<file path="src/verilog/hms_pkg.sv">
// Shared constants and types for the harvester mode sequencer
package hms_pkg;

    // Register bus
    localparam int ADDR_W = 8;
    localparam int DATA_W = 32;
    localparam logic [7:0] OFF_STATUS = 8'h00;
    localparam logic [7:0] OFF_CTRL = 8'h04;
    localparam logic [7:0] OFF_IRQ_STATUS = 8'h08;
    localparam logic [7:0] OFF_IRQ_CLEAR = 8'h0C;
    localparam logic [7:0] OFF_IRQ_ENABLE = 8'h10;
    localparam logic [1:0] RESP_OKAY = 2'h0;
    localparam logic [1:0] RESP_SLVERR = 2'h2;

    // Status register fields
    localparam int MODE_LSB = 0;
    localparam int MODE_W = 3;
    localparam int READY_BIT = 3;
    localparam int LOWBAT_BIT = 4;
    localparam int THR_SEL_LSB = 8;
    localparam int THR_SEL_W = 3;
    localparam int MPP_SEL_LSB = 12;
    localparam int MPP_SEL_W = 2;
    localparam int HI_EN_BIT = 16;
    localparam int LO_EN_BIT = 17;

    // Control register: pass switch duty while charging storage
    localparam int DUTY_LSB = 0;
    localparam int DUTY_W = 8;
    localparam logic [7:0] DUTY_RST = 8'h80;

    // Interrupt events, one bit per entry into normal, overvoltage, primary, shutdown or deep sleep
    localparam int EVT_W = 5;
    localparam int EVT_NORMAL = 0;
    localparam int EVT_OVERVOLT = 1;
    localparam int EVT_PRIMARY = 2;
    localparam int EVT_SHUTDOWN = 3;
    localparam int EVT_SLEEP = 4;
    localparam logic [4:0] EVT_RST = 5'h00;

    // Grace time in shutdown before deep sleep
    localparam int GRACE_MS = 600;
    localparam int CLK_HZ = 50_000_000;
    localparam int GRACE_CYCLES = GRACE_MS * (CLK_HZ / 1000);
    localparam int GRACE_W = 25;

    typedef enum logic [2:0] {
        HMS_DEEP_SLEEP = 3'h0,
        HMS_WAKE_RAISE = 3'h1,
        HMS_WAKE_BOOST = 3'h3,
        HMS_WAKE_CHARGE = 3'h2,
        HMS_NORMAL = 3'h6,
        HMS_OVERVOLT = 3'h7,
        HMS_PRIMARY = 3'h5,
        HMS_SHUTDOWN = 3'h4
    } hms_mode_t;

endpackage

</file>
<file path="src/verilog/hms_grace_timer.sv">
// Grace timer: counts while run is high, flags expiry at the limit
`timescale 1ns/1ps
`default_nettype none
module hms_grace_timer #(
    parameter int WIDTH = 25,
    parameter logic [WIDTH-1:0] LIMIT = 25'h1C9C380
) (
    // Clock and reset
    input wire logic clk_i,
    input wire logic rst_i,
    // Control
    input wire logic run_i,
    output logic expired_o
);
    logic [WIDTH-1:0] count;

    // Dropping run restarts the window, so each shutdown gets a full grace time
    always_ff @(posedge clk_i) begin
        if (rst_i || !run_i) begin
            count <= '0;
        end else if (count != LIMIT) begin
            count <= count + 1'b1;
        end
    end

    assign expired_o = run_i && (count == LIMIT);
endmodule
`default_nettype wire

</file>
<file path="src/verilog/hms_pass_pwm.sv">
// Pass switch modulator: fixed period, duty set by software
`timescale 1ns/1ps
`default_nettype none
module hms_pass_pwm (
    // Clock and reset
    input wire logic clk_i,
    input wire logic rst_i,
    // Control
    input wire logic enable_i,
    input wire logic [hms_pkg::DUTY_W-1:0] duty_i,
    output logic switch_o
);
    logic [hms_pkg::DUTY_W-1:0] phase;

    always_ff @(posedge clk_i) begin
        if (rst_i || !enable_i) begin
            phase <= '0;
        end else begin
            phase <= phase + 1'b1;
        end
    end

    always_ff @(posedge clk_i) begin
        if (rst_i) begin
            switch_o <= 1'b0;
        end else begin
            switch_o <= enable_i && (phase < duty_i);
        end
    end
endmodule
`default_nettype wire

</file>
<file path="src/verilog/hms_sequencer.sv">
// Harvester mode sequencer with AXI4-Lite status and interrupt registers
//
// Operation
// - Cold-start level in deep sleep starts wake-up
// - Wake-up keeps regulators off, ready low
// - Raise both rails, then boost alone
// - Boost at overcharge, storage low: modulate switch
// - Storage charge-ready while charging enters normal
// - Storage already charged skips the charging phase
// - After ready, each rail gated by enable
// - Normal holds between overdischarge and overcharge
// - Storage above overcharge enters overvoltage mode
// - Below overdischarge: primary if available, else shutdown
// - Primary available when quarter voltage exceeds feedback
// - Primary keeps low-battery high until charge-ready
// - Shutdown raises low-battery, regulators stay enabled
// - Shutdown: recover in grace time, else sleep
`timescale 1ns/1ps
`default_nettype none
module hms_sequencer #(
    parameter logic [hms_pkg::GRACE_W-1:0] GRACE_CYCLES = hms_pkg::GRACE_W'(hms_pkg::GRACE_CYCLES)
) (
    // Clock and reset
    input wire logic SYS_CLK_I,
    input wire logic RESET_I,
    // Comparator results
    input wire logic COLD_START_I,
    input wire logic RAILS_AT_INTERMEDIATE_I,
    input wire logic BOOST_AT_OVERCHARGE_I,
    input wire logic STORAGE_AT_CHARGE_READY_I,
    input wire logic STORAGE_ABOVE_OVERCHARGE_I,
    input wire logic STORAGE_BELOW_OVERCHARGE_HYST_I,
    input wire logic STORAGE_ABOVE_OVERDISCHARGE_I,
    input wire logic BACKUP_QUARTER_ABOVE_FEEDBACK_I,
    // System controls and straps
    input wire logic HIGH_RAIL_ENABLE_I,
    input wire logic LOW_RAIL_ENABLE_I,
    input wire logic [hms_pkg::THR_SEL_W-1:0] THRESHOLD_SELECT_I,
    input wire logic [hms_pkg::MPP_SEL_W-1:0] MPP_RATIO_SELECT_I,
    // Power stage controls
    output logic BOOST_RAIL_RAISE_O,
    output logic BUCK_RAIL_RAISE_O,
    output logic STORAGE_PASS_SWITCH_O,
    output logic HIGH_RAIL_GATE_O,
    output logic LOW_RAIL_GATE_O,
    // Status
    output logic REG_READY_O,
    output logic LOW_BATTERY_O,
    output logic IRQ_O,
    // AXI4-Lite write address and data
    input wire logic S_AXI_AWVALID_I,
    output logic S_AXI_AWREADY_O,
    input wire logic [hms_pkg::ADDR_W-1:0] S_AXI_AWADDR_I,
    input wire logic S_AXI_WVALID_I,
    output logic S_AXI_WREADY_O,
    input wire logic [hms_pkg::DATA_W-1:0] S_AXI_WDATA_I,
    input wire logic [3:0] S_AXI_WSTRB_I,
    // AXI4-Lite write response
    output logic S_AXI_BVALID_O,
    input wire logic S_AXI_BREADY_I,
    output logic [1:0] S_AXI_BRESP_O,
    // AXI4-Lite read
    input wire logic S_AXI_ARVALID_I,
    output logic S_AXI_ARREADY_O,
    input wire logic [hms_pkg::ADDR_W-1:0] S_AXI_ARADDR_I,
    output logic S_AXI_RVALID_O,
    input wire logic S_AXI_RREADY_I,
    output logic [hms_pkg::DATA_W-1:0] S_AXI_RDATA_O,
    output logic [1:0] S_AXI_RRESP_O
);
    hms_pkg::hms_mode_t mode;
    hms_pkg::hms_mode_t next_mode;
    logic grace_expired;
    logic backup_available;
    logic pwm_switch;
    logic [hms_pkg::DUTY_W-1:0] duty;
    logic [hms_pkg::EVT_W-1:0] irq_status;
    logic [hms_pkg::EVT_W-1:0] irq_enable;
    logic [hms_pkg::EVT_W-1:0] events;
    logic [hms_pkg::EVT_W-1:0] clear_req;
    logic aw_held;
    logic w_held;
    logic [hms_pkg::ADDR_W-1:0] aw_addr;
    logic [hms_pkg::DATA_W-1:0] w_data;
    logic [3:0] w_strb;
    logic do_write;
    logic [hms_pkg::DATA_W-1:0] read_word;
    logic read_hit;

    assign backup_available = BACKUP_QUARTER_ABOVE_FEEDBACK_I;

    // Mode transitions
    always_comb begin
        next_mode = mode;
        case (mode)
            hms_pkg::HMS_DEEP_SLEEP: begin
                if (COLD_START_I) begin
                    next_mode = hms_pkg::HMS_WAKE_RAISE;
                end
            end
            hms_pkg::HMS_WAKE_RAISE: begin
                if (RAILS_AT_INTERMEDIATE_I) begin
                    next_mode = hms_pkg::HMS_WAKE_BOOST;
                end
            end
            hms_pkg::HMS_WAKE_BOOST: begin
                if (BOOST_AT_OVERCHARGE_I) begin
                    if (STORAGE_AT_CHARGE_READY_I) begin
                        next_mode = hms_pkg::HMS_NORMAL;
                    end else begin
                        next_mode = hms_pkg::HMS_WAKE_CHARGE;
                    end
                end
            end
            hms_pkg::HMS_WAKE_CHARGE: begin
                if (STORAGE_AT_CHARGE_READY_I) begin
                    next_mode = hms_pkg::HMS_NORMAL;
                end
            end
            hms_pkg::HMS_NORMAL: begin
                // Overcharge is checked first; both cannot be true on a sane storage node
                if (STORAGE_ABOVE_OVERCHARGE_I) begin
                    next_mode = hms_pkg::HMS_OVERVOLT;
                end else if (!STORAGE_ABOVE_OVERDISCHARGE_I) begin
                    if (backup_available) begin
                        next_mode = hms_pkg::HMS_PRIMARY;
                    end else begin
                        next_mode = hms_pkg::HMS_SHUTDOWN;
                    end
                end
                // Otherwise stay put
            end
            hms_pkg::HMS_OVERVOLT: begin
                if (STORAGE_BELOW_OVERCHARGE_HYST_I) begin
                    next_mode = hms_pkg::HMS_NORMAL;
                end
            end
            hms_pkg::HMS_PRIMARY: begin
                if (STORAGE_AT_CHARGE_READY_I) begin
                    next_mode = hms_pkg::HMS_NORMAL;
                end
            end
            hms_pkg::HMS_SHUTDOWN: begin
                // Recovery wins if it lands in the same cycle as expiry
                if (STORAGE_AT_CHARGE_READY_I) begin
                    next_mode = hms_pkg::HMS_NORMAL;
                end else if (grace_expired) begin
                    next_mode = hms_pkg::HMS_DEEP_SLEEP;
                end
            end
            default: begin
                next_mode = hms_pkg::HMS_DEEP_SLEEP;
            end
        endcase
    end

    always_ff @(posedge SYS_CLK_I) begin
        if (RESET_I) begin
            mode <= hms_pkg::HMS_DEEP_SLEEP;
        end else begin
            mode <= next_mode;
        end
    end

    hms_grace_timer #(
        .WIDTH(hms_pkg::GRACE_W),
        .LIMIT(GRACE_CYCLES)
    ) u_grace (
        .clk_i(SYS_CLK_I),
        .rst_i(RESET_I),
        .run_i(mode == hms_pkg::HMS_SHUTDOWN),
        .expired_o(grace_expired)
    );

    // Status outputs follow the next mode so they change with the mode register
    always_ff @(posedge SYS_CLK_I) begin
        if (RESET_I) begin
            REG_READY_O <= 1'b0;
            LOW_BATTERY_O <= 1'b0;
        end else begin
            case (next_mode)
                hms_pkg::HMS_NORMAL, hms_pkg::HMS_OVERVOLT: begin
                    REG_READY_O <= 1'b1;
                    LOW_BATTERY_O <= 1'b0;
                end
                hms_pkg::HMS_PRIMARY: begin
                    REG_READY_O <= 1'b1;
                    LOW_BATTERY_O <= 1'b1;
                end
                hms_pkg::HMS_SHUTDOWN: begin
                    REG_READY_O <= 1'b1;
                    LOW_BATTERY_O <= 1'b1;
                end
                default: begin
                    REG_READY_O <= 1'b0;
                    LOW_BATTERY_O <= 1'b0;
                end
            endcase
        end
    end

    always_ff @(posedge SYS_CLK_I) begin
        if (RESET_I) begin
            BOOST_RAIL_RAISE_O <= 1'b0;
            BUCK_RAIL_RAISE_O <= 1'b0;
        end else begin
            BOOST_RAIL_RAISE_O <= (next_mode == hms_pkg::HMS_WAKE_RAISE) ||
                                  (next_mode == hms_pkg::HMS_WAKE_BOOST);
            BUCK_RAIL_RAISE_O <= (next_mode == hms_pkg::HMS_WAKE_RAISE);
        end
    end

    // Regulator gates: the ready flag already folds in every mode restriction
    always_ff @(posedge SYS_CLK_I) begin
        if (RESET_I) begin
            HIGH_RAIL_GATE_O <= 1'b0;
            LOW_RAIL_GATE_O <= 1'b0;
        end else begin
            HIGH_RAIL_GATE_O <= REG_READY_O && HIGH_RAIL_ENABLE_I;
            LOW_RAIL_GATE_O <= REG_READY_O && LOW_RAIL_ENABLE_I;
        end
    end

    hms_pass_pwm u_pwm (
        .clk_i(SYS_CLK_I),
        .rst_i(RESET_I),
        .enable_i(mode == hms_pkg::HMS_WAKE_CHARGE),
        .duty_i(duty),
        .switch_o(pwm_switch)
    );

    // Storage stays disconnected in deep sleep and early wake-up
    always_ff @(posedge SYS_CLK_I) begin
        if (RESET_I) begin
            STORAGE_PASS_SWITCH_O <= 1'b0;
        end else begin
            case (mode)
                hms_pkg::HMS_WAKE_CHARGE: STORAGE_PASS_SWITCH_O <= pwm_switch;
                hms_pkg::HMS_NORMAL, hms_pkg::HMS_OVERVOLT,
                hms_pkg::HMS_PRIMARY, hms_pkg::HMS_SHUTDOWN: STORAGE_PASS_SWITCH_O <= 1'b1;
                default: STORAGE_PASS_SWITCH_O <= 1'b0;
            endcase
        end
    end

    // Mode entry events
    always_comb begin
        events = '0;
        if (next_mode != mode) begin
            events[hms_pkg::EVT_NORMAL] = (next_mode == hms_pkg::HMS_NORMAL);
            events[hms_pkg::EVT_OVERVOLT] = (next_mode == hms_pkg::HMS_OVERVOLT);
            events[hms_pkg::EVT_PRIMARY] = (next_mode == hms_pkg::HMS_PRIMARY);
            events[hms_pkg::EVT_SHUTDOWN] = (next_mode == hms_pkg::HMS_SHUTDOWN);
            events[hms_pkg::EVT_SLEEP] = (next_mode == hms_pkg::HMS_DEEP_SLEEP);
        end
    end

    assign clear_req = (do_write && aw_addr == hms_pkg::OFF_IRQ_CLEAR && w_strb[0]) ?
                       w_data[hms_pkg::EVT_W-1:0] : '0;

    // An event in the clearing cycle survives the clear
    for (genvar i = 0; i < hms_pkg::EVT_W; i++) begin : g_irq
        always_ff @(posedge SYS_CLK_I) begin
            if (RESET_I) begin
                irq_status[i] <= 1'b0;
            end else if (events[i]) begin
                irq_status[i] <= 1'b1;
            end else if (clear_req[i]) begin
                irq_status[i] <= 1'b0;
            end
        end
    end

    assign IRQ_O = |(irq_status & irq_enable);

    // Write channel: address and data may arrive in either order
    always_ff @(posedge SYS_CLK_I) begin
        if (RESET_I) begin
            aw_held <= 1'b0;
            aw_addr <= '0;
        end else if (S_AXI_AWVALID_I && S_AXI_AWREADY_O) begin
            aw_held <= 1'b1;
            aw_addr <= S_AXI_AWADDR_I;
        end else if (do_write) begin
            aw_held <= 1'b0;
        end
    end

    always_ff @(posedge SYS_CLK_I) begin
        if (RESET_I) begin
            w_held <= 1'b0;
            w_data <= '0;
            w_strb <= '0;
        end else if (S_AXI_WVALID_I && S_AXI_WREADY_O) begin
            w_held <= 1'b1;
            w_data <= S_AXI_WDATA_I;
            w_strb <= S_AXI_WSTRB_I;
        end else if (do_write) begin
            w_held <= 1'b0;
        end
    end

    assign S_AXI_AWREADY_O = !aw_held && !S_AXI_BVALID_O;
    assign S_AXI_WREADY_O = !w_held && !S_AXI_BVALID_O;
    assign do_write = aw_held && w_held && !S_AXI_BVALID_O;

    always_ff @(posedge SYS_CLK_I) begin
        if (RESET_I) begin
            duty <= hms_pkg::DUTY_RST;
            irq_enable <= hms_pkg::EVT_RST;
        end else if (do_write && w_strb[0]) begin
            if (aw_addr == hms_pkg::OFF_CTRL) begin
                duty <= w_data[hms_pkg::DUTY_LSB +: hms_pkg::DUTY_W];
            end
            if (aw_addr == hms_pkg::OFF_IRQ_ENABLE) begin
                irq_enable <= w_data[hms_pkg::EVT_W-1:0];
            end
        end
    end

    always_ff @(posedge SYS_CLK_I) begin
        if (RESET_I) begin
            S_AXI_BVALID_O <= 1'b0;
            S_AXI_BRESP_O <= hms_pkg::RESP_OKAY;
        end else if (do_write) begin
            S_AXI_BVALID_O <= 1'b1;
            case (aw_addr)
                hms_pkg::OFF_CTRL, hms_pkg::OFF_IRQ_CLEAR,
                hms_pkg::OFF_IRQ_ENABLE: S_AXI_BRESP_O <= hms_pkg::RESP_OKAY;
                default: S_AXI_BRESP_O <= hms_pkg::RESP_SLVERR;
            endcase
        end else if (S_AXI_BREADY_I) begin
            S_AXI_BVALID_O <= 1'b0;
        end
    end

    // Read decode; straps are shown so software can confirm the board setup
    always_comb begin
        read_word = '0;
        read_hit = 1'b1;
        case (S_AXI_ARADDR_I)
            hms_pkg::OFF_STATUS: begin
                read_word[hms_pkg::MODE_LSB +: hms_pkg::MODE_W] = mode;
                read_word[hms_pkg::READY_BIT] = REG_READY_O;
                read_word[hms_pkg::LOWBAT_BIT] = LOW_BATTERY_O;
                read_word[hms_pkg::THR_SEL_LSB +: hms_pkg::THR_SEL_W] = THRESHOLD_SELECT_I;
                read_word[hms_pkg::MPP_SEL_LSB +: hms_pkg::MPP_SEL_W] = MPP_RATIO_SELECT_I;
                read_word[hms_pkg::HI_EN_BIT] = HIGH_RAIL_ENABLE_I;
                read_word[hms_pkg::LO_EN_BIT] = LOW_RAIL_ENABLE_I;
            end
            hms_pkg::OFF_CTRL: read_word[hms_pkg::DUTY_LSB +: hms_pkg::DUTY_W] = duty;
            hms_pkg::OFF_IRQ_STATUS: read_word[hms_pkg::EVT_W-1:0] = irq_status;
            hms_pkg::OFF_IRQ_ENABLE: read_word[hms_pkg::EVT_W-1:0] = irq_enable;
            hms_pkg::OFF_IRQ_CLEAR: read_word = '0;
            default: read_hit = 1'b0;
        endcase
    end

    assign S_AXI_ARREADY_O = !S_AXI_RVALID_O;

    always_ff @(posedge SYS_CLK_I) begin
        if (RESET_I) begin
            S_AXI_RVALID_O <= 1'b0;
            S_AXI_RDATA_O <= '0;
            S_AXI_RRESP_O <= hms_pkg::RESP_OKAY;
        end else if (S_AXI_ARVALID_I && S_AXI_ARREADY_O) begin
            S_AXI_RVALID_O <= 1'b1;
            S_AXI_RDATA_O <= read_word;
            S_AXI_RRESP_O <= read_hit ? hms_pkg::RESP_OKAY : hms_pkg::RESP_SLVERR;
        end else if (S_AXI_RREADY_I) begin
            S_AXI_RVALID_O <= 1'b0;
        end
    end
endmodule
`default_nettype wire
</file>
<file path="config.mk">
export PLATFORM = sky130hd
export DESIGN_NAME = hms_sequencer
export DESIGN_NICKNAME = d
export VERILOG_FILES = /design/src/verilog/hms_pkg.sv /design/src/verilog/hms_grace_timer.sv /design/src/verilog/hms_pass_pwm.sv /design/src/verilog/hms_sequencer.sv
export SDC_FILE = /design/constraint.sdc
export NUM_CORES = 1
export LEC_CHECK = 0
export BUFFER_PORTS_ARGS = -buffer_cell sky130_fd_sc_hd__buf_2
export CORE_ASPECT_RATIO = 1.25
export CORE_UTILIZATION = 30
export CTS_CLUSTER_SIZE = 20
export DETAILED_ROUTE_END_ITERATION = 12
export GPL_TIMING_DRIVEN = 1
export SLEW_MARGIN = 10
export SYNTH_ARGS = -nofsm -noshare
export SYNTH_HDL_FRONTEND = slang
export SYNTH_SLANG_ARGS = --single-unit
</file>
<file path="constraint.sdc">
create_clock -name SYS_CLK_I -period 3.2 [get_ports SYS_CLK_I]
set_input_delay 0.16 -clock SYS_CLK_I [delete_from_list [all_inputs] [get_ports SYS_CLK_I]]
set_output_delay 0.16 -clock SYS_CLK_I [all_outputs]
set_load 0.005 [all_outputs]
</file>
==> metrics <==
estimated wirelength of the detail-placed design=about 8400 microns; iteration count of the initial detailed-routing pass=5; nets=just under 700; share of final-layout standard cells stronger than drive strength 1=18.08%; part of the Yosys area used for sequential elements=between 40% and 50%; element type at the critical path end=flop; slowest CP cell=nor4_4; outcome=finished clean; worst r2r path cells=4; CTS tree=built; number of standard cells after synthesis=544; final cycle utilization of the critical path=approximately two thirds; placement-stage worst setup slack=between 1000 and 1500 ps; worst path required time=3420 ps; H-tree depth=3; Netlist Area Pre-Place=roughly 4700 sq um; Clock Path Buffers=2; slowest cell delay on critical path=between 700 and 800 ps; clock latency on the worst-skew pair=340 ps; cell depth of the worst setup path=4; number of antenna-violating nets in the routed design=0; number of warnings reported in the yosys synthesis log=0; number of DRC markers after the initial detailed-route iteration=~180; most frequent standard cell in the layout excluding fill and tap cells=dfxtp_1; die span in x=114.3 microns; maximum fanout along the worst path=9; effective utilization at floorplan=31.10%; family with the most delay on the worst path=simple AND/OR/NAND/NOR gates; setup repair after global routing missed its margin=no; Crit Path Category=reg -> reg; relative slew slack=40.04%; total die area=between 15000 and 20000 sq um; number of antenna violations at the first check in global routing=1; leading cell types in the layout, fill and taps excluded=dfxtp_1 (100), buf_2 (76), nand2_1 (64); die boundary height=between 100 and 150 microns; Worst Slack Setup Final=approximately 1100 ps; Port-buffer cells=76; global placement routability congestion=0.7579; critical-path cell list=or4_4, nor4_4, mux2i_1, nor2_2; overflow left after global routing=0; cell count of the worst hold path=3; number of global-route vias before repair=roughly 3.8k; synth unique cells=66; number of violations of the max-capacitance limit=0; critical path data arrival time=2290 ps; mean instance size in the synthesized netlist=around 8.7 sq um; power density relative to cell area=between 400 and 500 nW/um^2; number of hold-repair buffers added at the cts stage=0; category of the worst setup path launch point=flop; Setup Viol. Count Final=0; crit path buf inv count=0; CTS resizes=0; CTS Root Cell=clkbuf_16; vias per cell=4.863; number of placed I/O pins=~120; min-delay worst type=in -> reg; final instance area=5497 sq um; synthesis-stage register bit count=100; number of enable flip-flop cells after synthesis=0; worst vdd ir=approximately 310 uV; number of hold violations in the final report=0; Async SR Flop Fraction=0%; Reg2Reg Setup Slack=between 1000 and 1500 ps; CTS clock-pin slew for the worst setup and hold paths=about 70 ps; area after detailed placement=5210 sq um; largest net degree at the start of global routing=51; total routing resource utilization after global routing=approximately 14%; clock buffers created by TritonCTS=9; Total Power=2.520 mW; post-CTS repair timing setup buffer count=0; number of max-slew violations in the final report=0; global-route wire length before repair=about 18000 microns; fin crit period=approximately 2100 ps; maximum operating frequency=481.4 MHz; via count=4007; signed area change from the synthesized netlist to the final layout=16.25%; number of sinks driven by the clock tree=100; final sum of negative setup slack=0 ps; Clock Skews=around 6.9 ps; top_reg_cell synth=dfxtp_1; Detailed Route WL=between 10000 and 15000 microns; area inside the core boundary=around 15000 sq um; Std-Cell Rows=50; number of inserted filler cells in the final layout=~1.6k; drt wl/cell=around 14 microns; post-route DRC violation count=0; worst-margin pin slew=approximately 900 ps; leakage=2.036 nW
-- final cells by class --
| class | count | area [sq um] | area share (%) |
|---|---|---|---|
| multi-input combinational | 400 | 2481 | 45.14 |
| clock buffer | 13 | 260.3 | 4.735 |
| inverter | 21 | 78.83 | 1.434 |
| sequential | 100 | 2002 | 36.42 |
| tap | 208 | 260.3 | 4.735 |
| clock inverter | 3 | 21.27 | 0.3870 |
| timing repair buffer | 77 | 387.9 | 7.057 |
| antenna | 2 | 5.005 | 0.09105 |
-- sequential cells by signal (all words and copies together) (netlist names), 3 cells and up --
| register | cells |
|---|---|
| u_grace.count | 25 |
| w_data | 8 |
| S_AXI_RDATA_O | 15 |
| irq_status | 5 |
| u_pwm.phase | 8 |
| duty | 8 |
| mode | 3 |
| aw_addr | 8 |
| irq_enable | 5 |
-- stage by stage --
stage	util (%)	hold WS (ps)	std cells
after global routing	36.12	52.09	822
after floorplan	-	296.0	562
after detailed placement	34.27	407.4	806
after CTS	36.12	42.90	822
after global placement	34.27	397.9	806
final	36.16	45.96	824
-- path summary, 6_finish.rpt --
check	startpoint	to
max reg2reg	aw_addr[1]	duty[2]
max	aw_addr[1]	duty[2]
min reg2reg	S_AXI_RDATA_O[1]	S_AXI_RDATA_O[1]
min	S_AXI_AWADDR_I[1]	aw_addr[1]
-- where the power goes --
group / switching (mW) / leakage, nW / internal (mW)
Combinational: 0.109 / 1.09 / 0.0768
Sequential: 0.0352 / 0.810 / 1.27
Clock: 0.455 / 0.136 / 0.570
Total: 0.599 / 2.04 / 1.92
-- synth_stat cells (6+ instances only) --
cell	count	area, sq um
inv_1	18	67.56
nor2b_1	6	37.54
dfxtp_1	100	2002
and3_1	11	68.82
or4_1	7	52.55
a22oi_1	8	60.06
nor3_1	6	30.03
mux2i_1	17	170.2
xor2_1	11	96.34
ha_1	10	125.1
o21ai_1	10	50.05
nor2_1	42	157.7
clkbuf_1	19	71.32
a2bb2oi_1	10	87.58
nand4_1	7	43.79
nand3_1	23	115.1
buf_4	19	142.6
or3_1	7	43.79
nor2_2	7	43.79
o31ai_1	6	45.04
nand2_1	64	240.2
a21oi_1	48	240.2
-- metal layers --
layer  vias to the layer above  track usage, %  wire (microns)
met5                         -               0               0
met4                         0           5.742             185
met3                        12           2.683             378
met2                        62           25.42            5713
met1                      1891           16.33            4877
li1                       2042               -               -
-- kinds of logic after synthesis --
group                      after synthesis  synth area share (%)
and+or+nand+nor                        220                 25.48
muxes                                   18                 3.837
xor gates and xnor gates                15                 2.778
buffers and inverters                   62                 6.615
other                                    1               0.07931
AOI/OAI and AO/OA                      118                 16.22
DFF                                    100                 42.34
adders and majority gates               10                 2.646
-- worst min-delay path, stage by stage --
cell and delay [ps]:
buf_2 90, nand2_1 40, a21oi_1 50
Note: power is estimated with default switching activity, not from simulation.
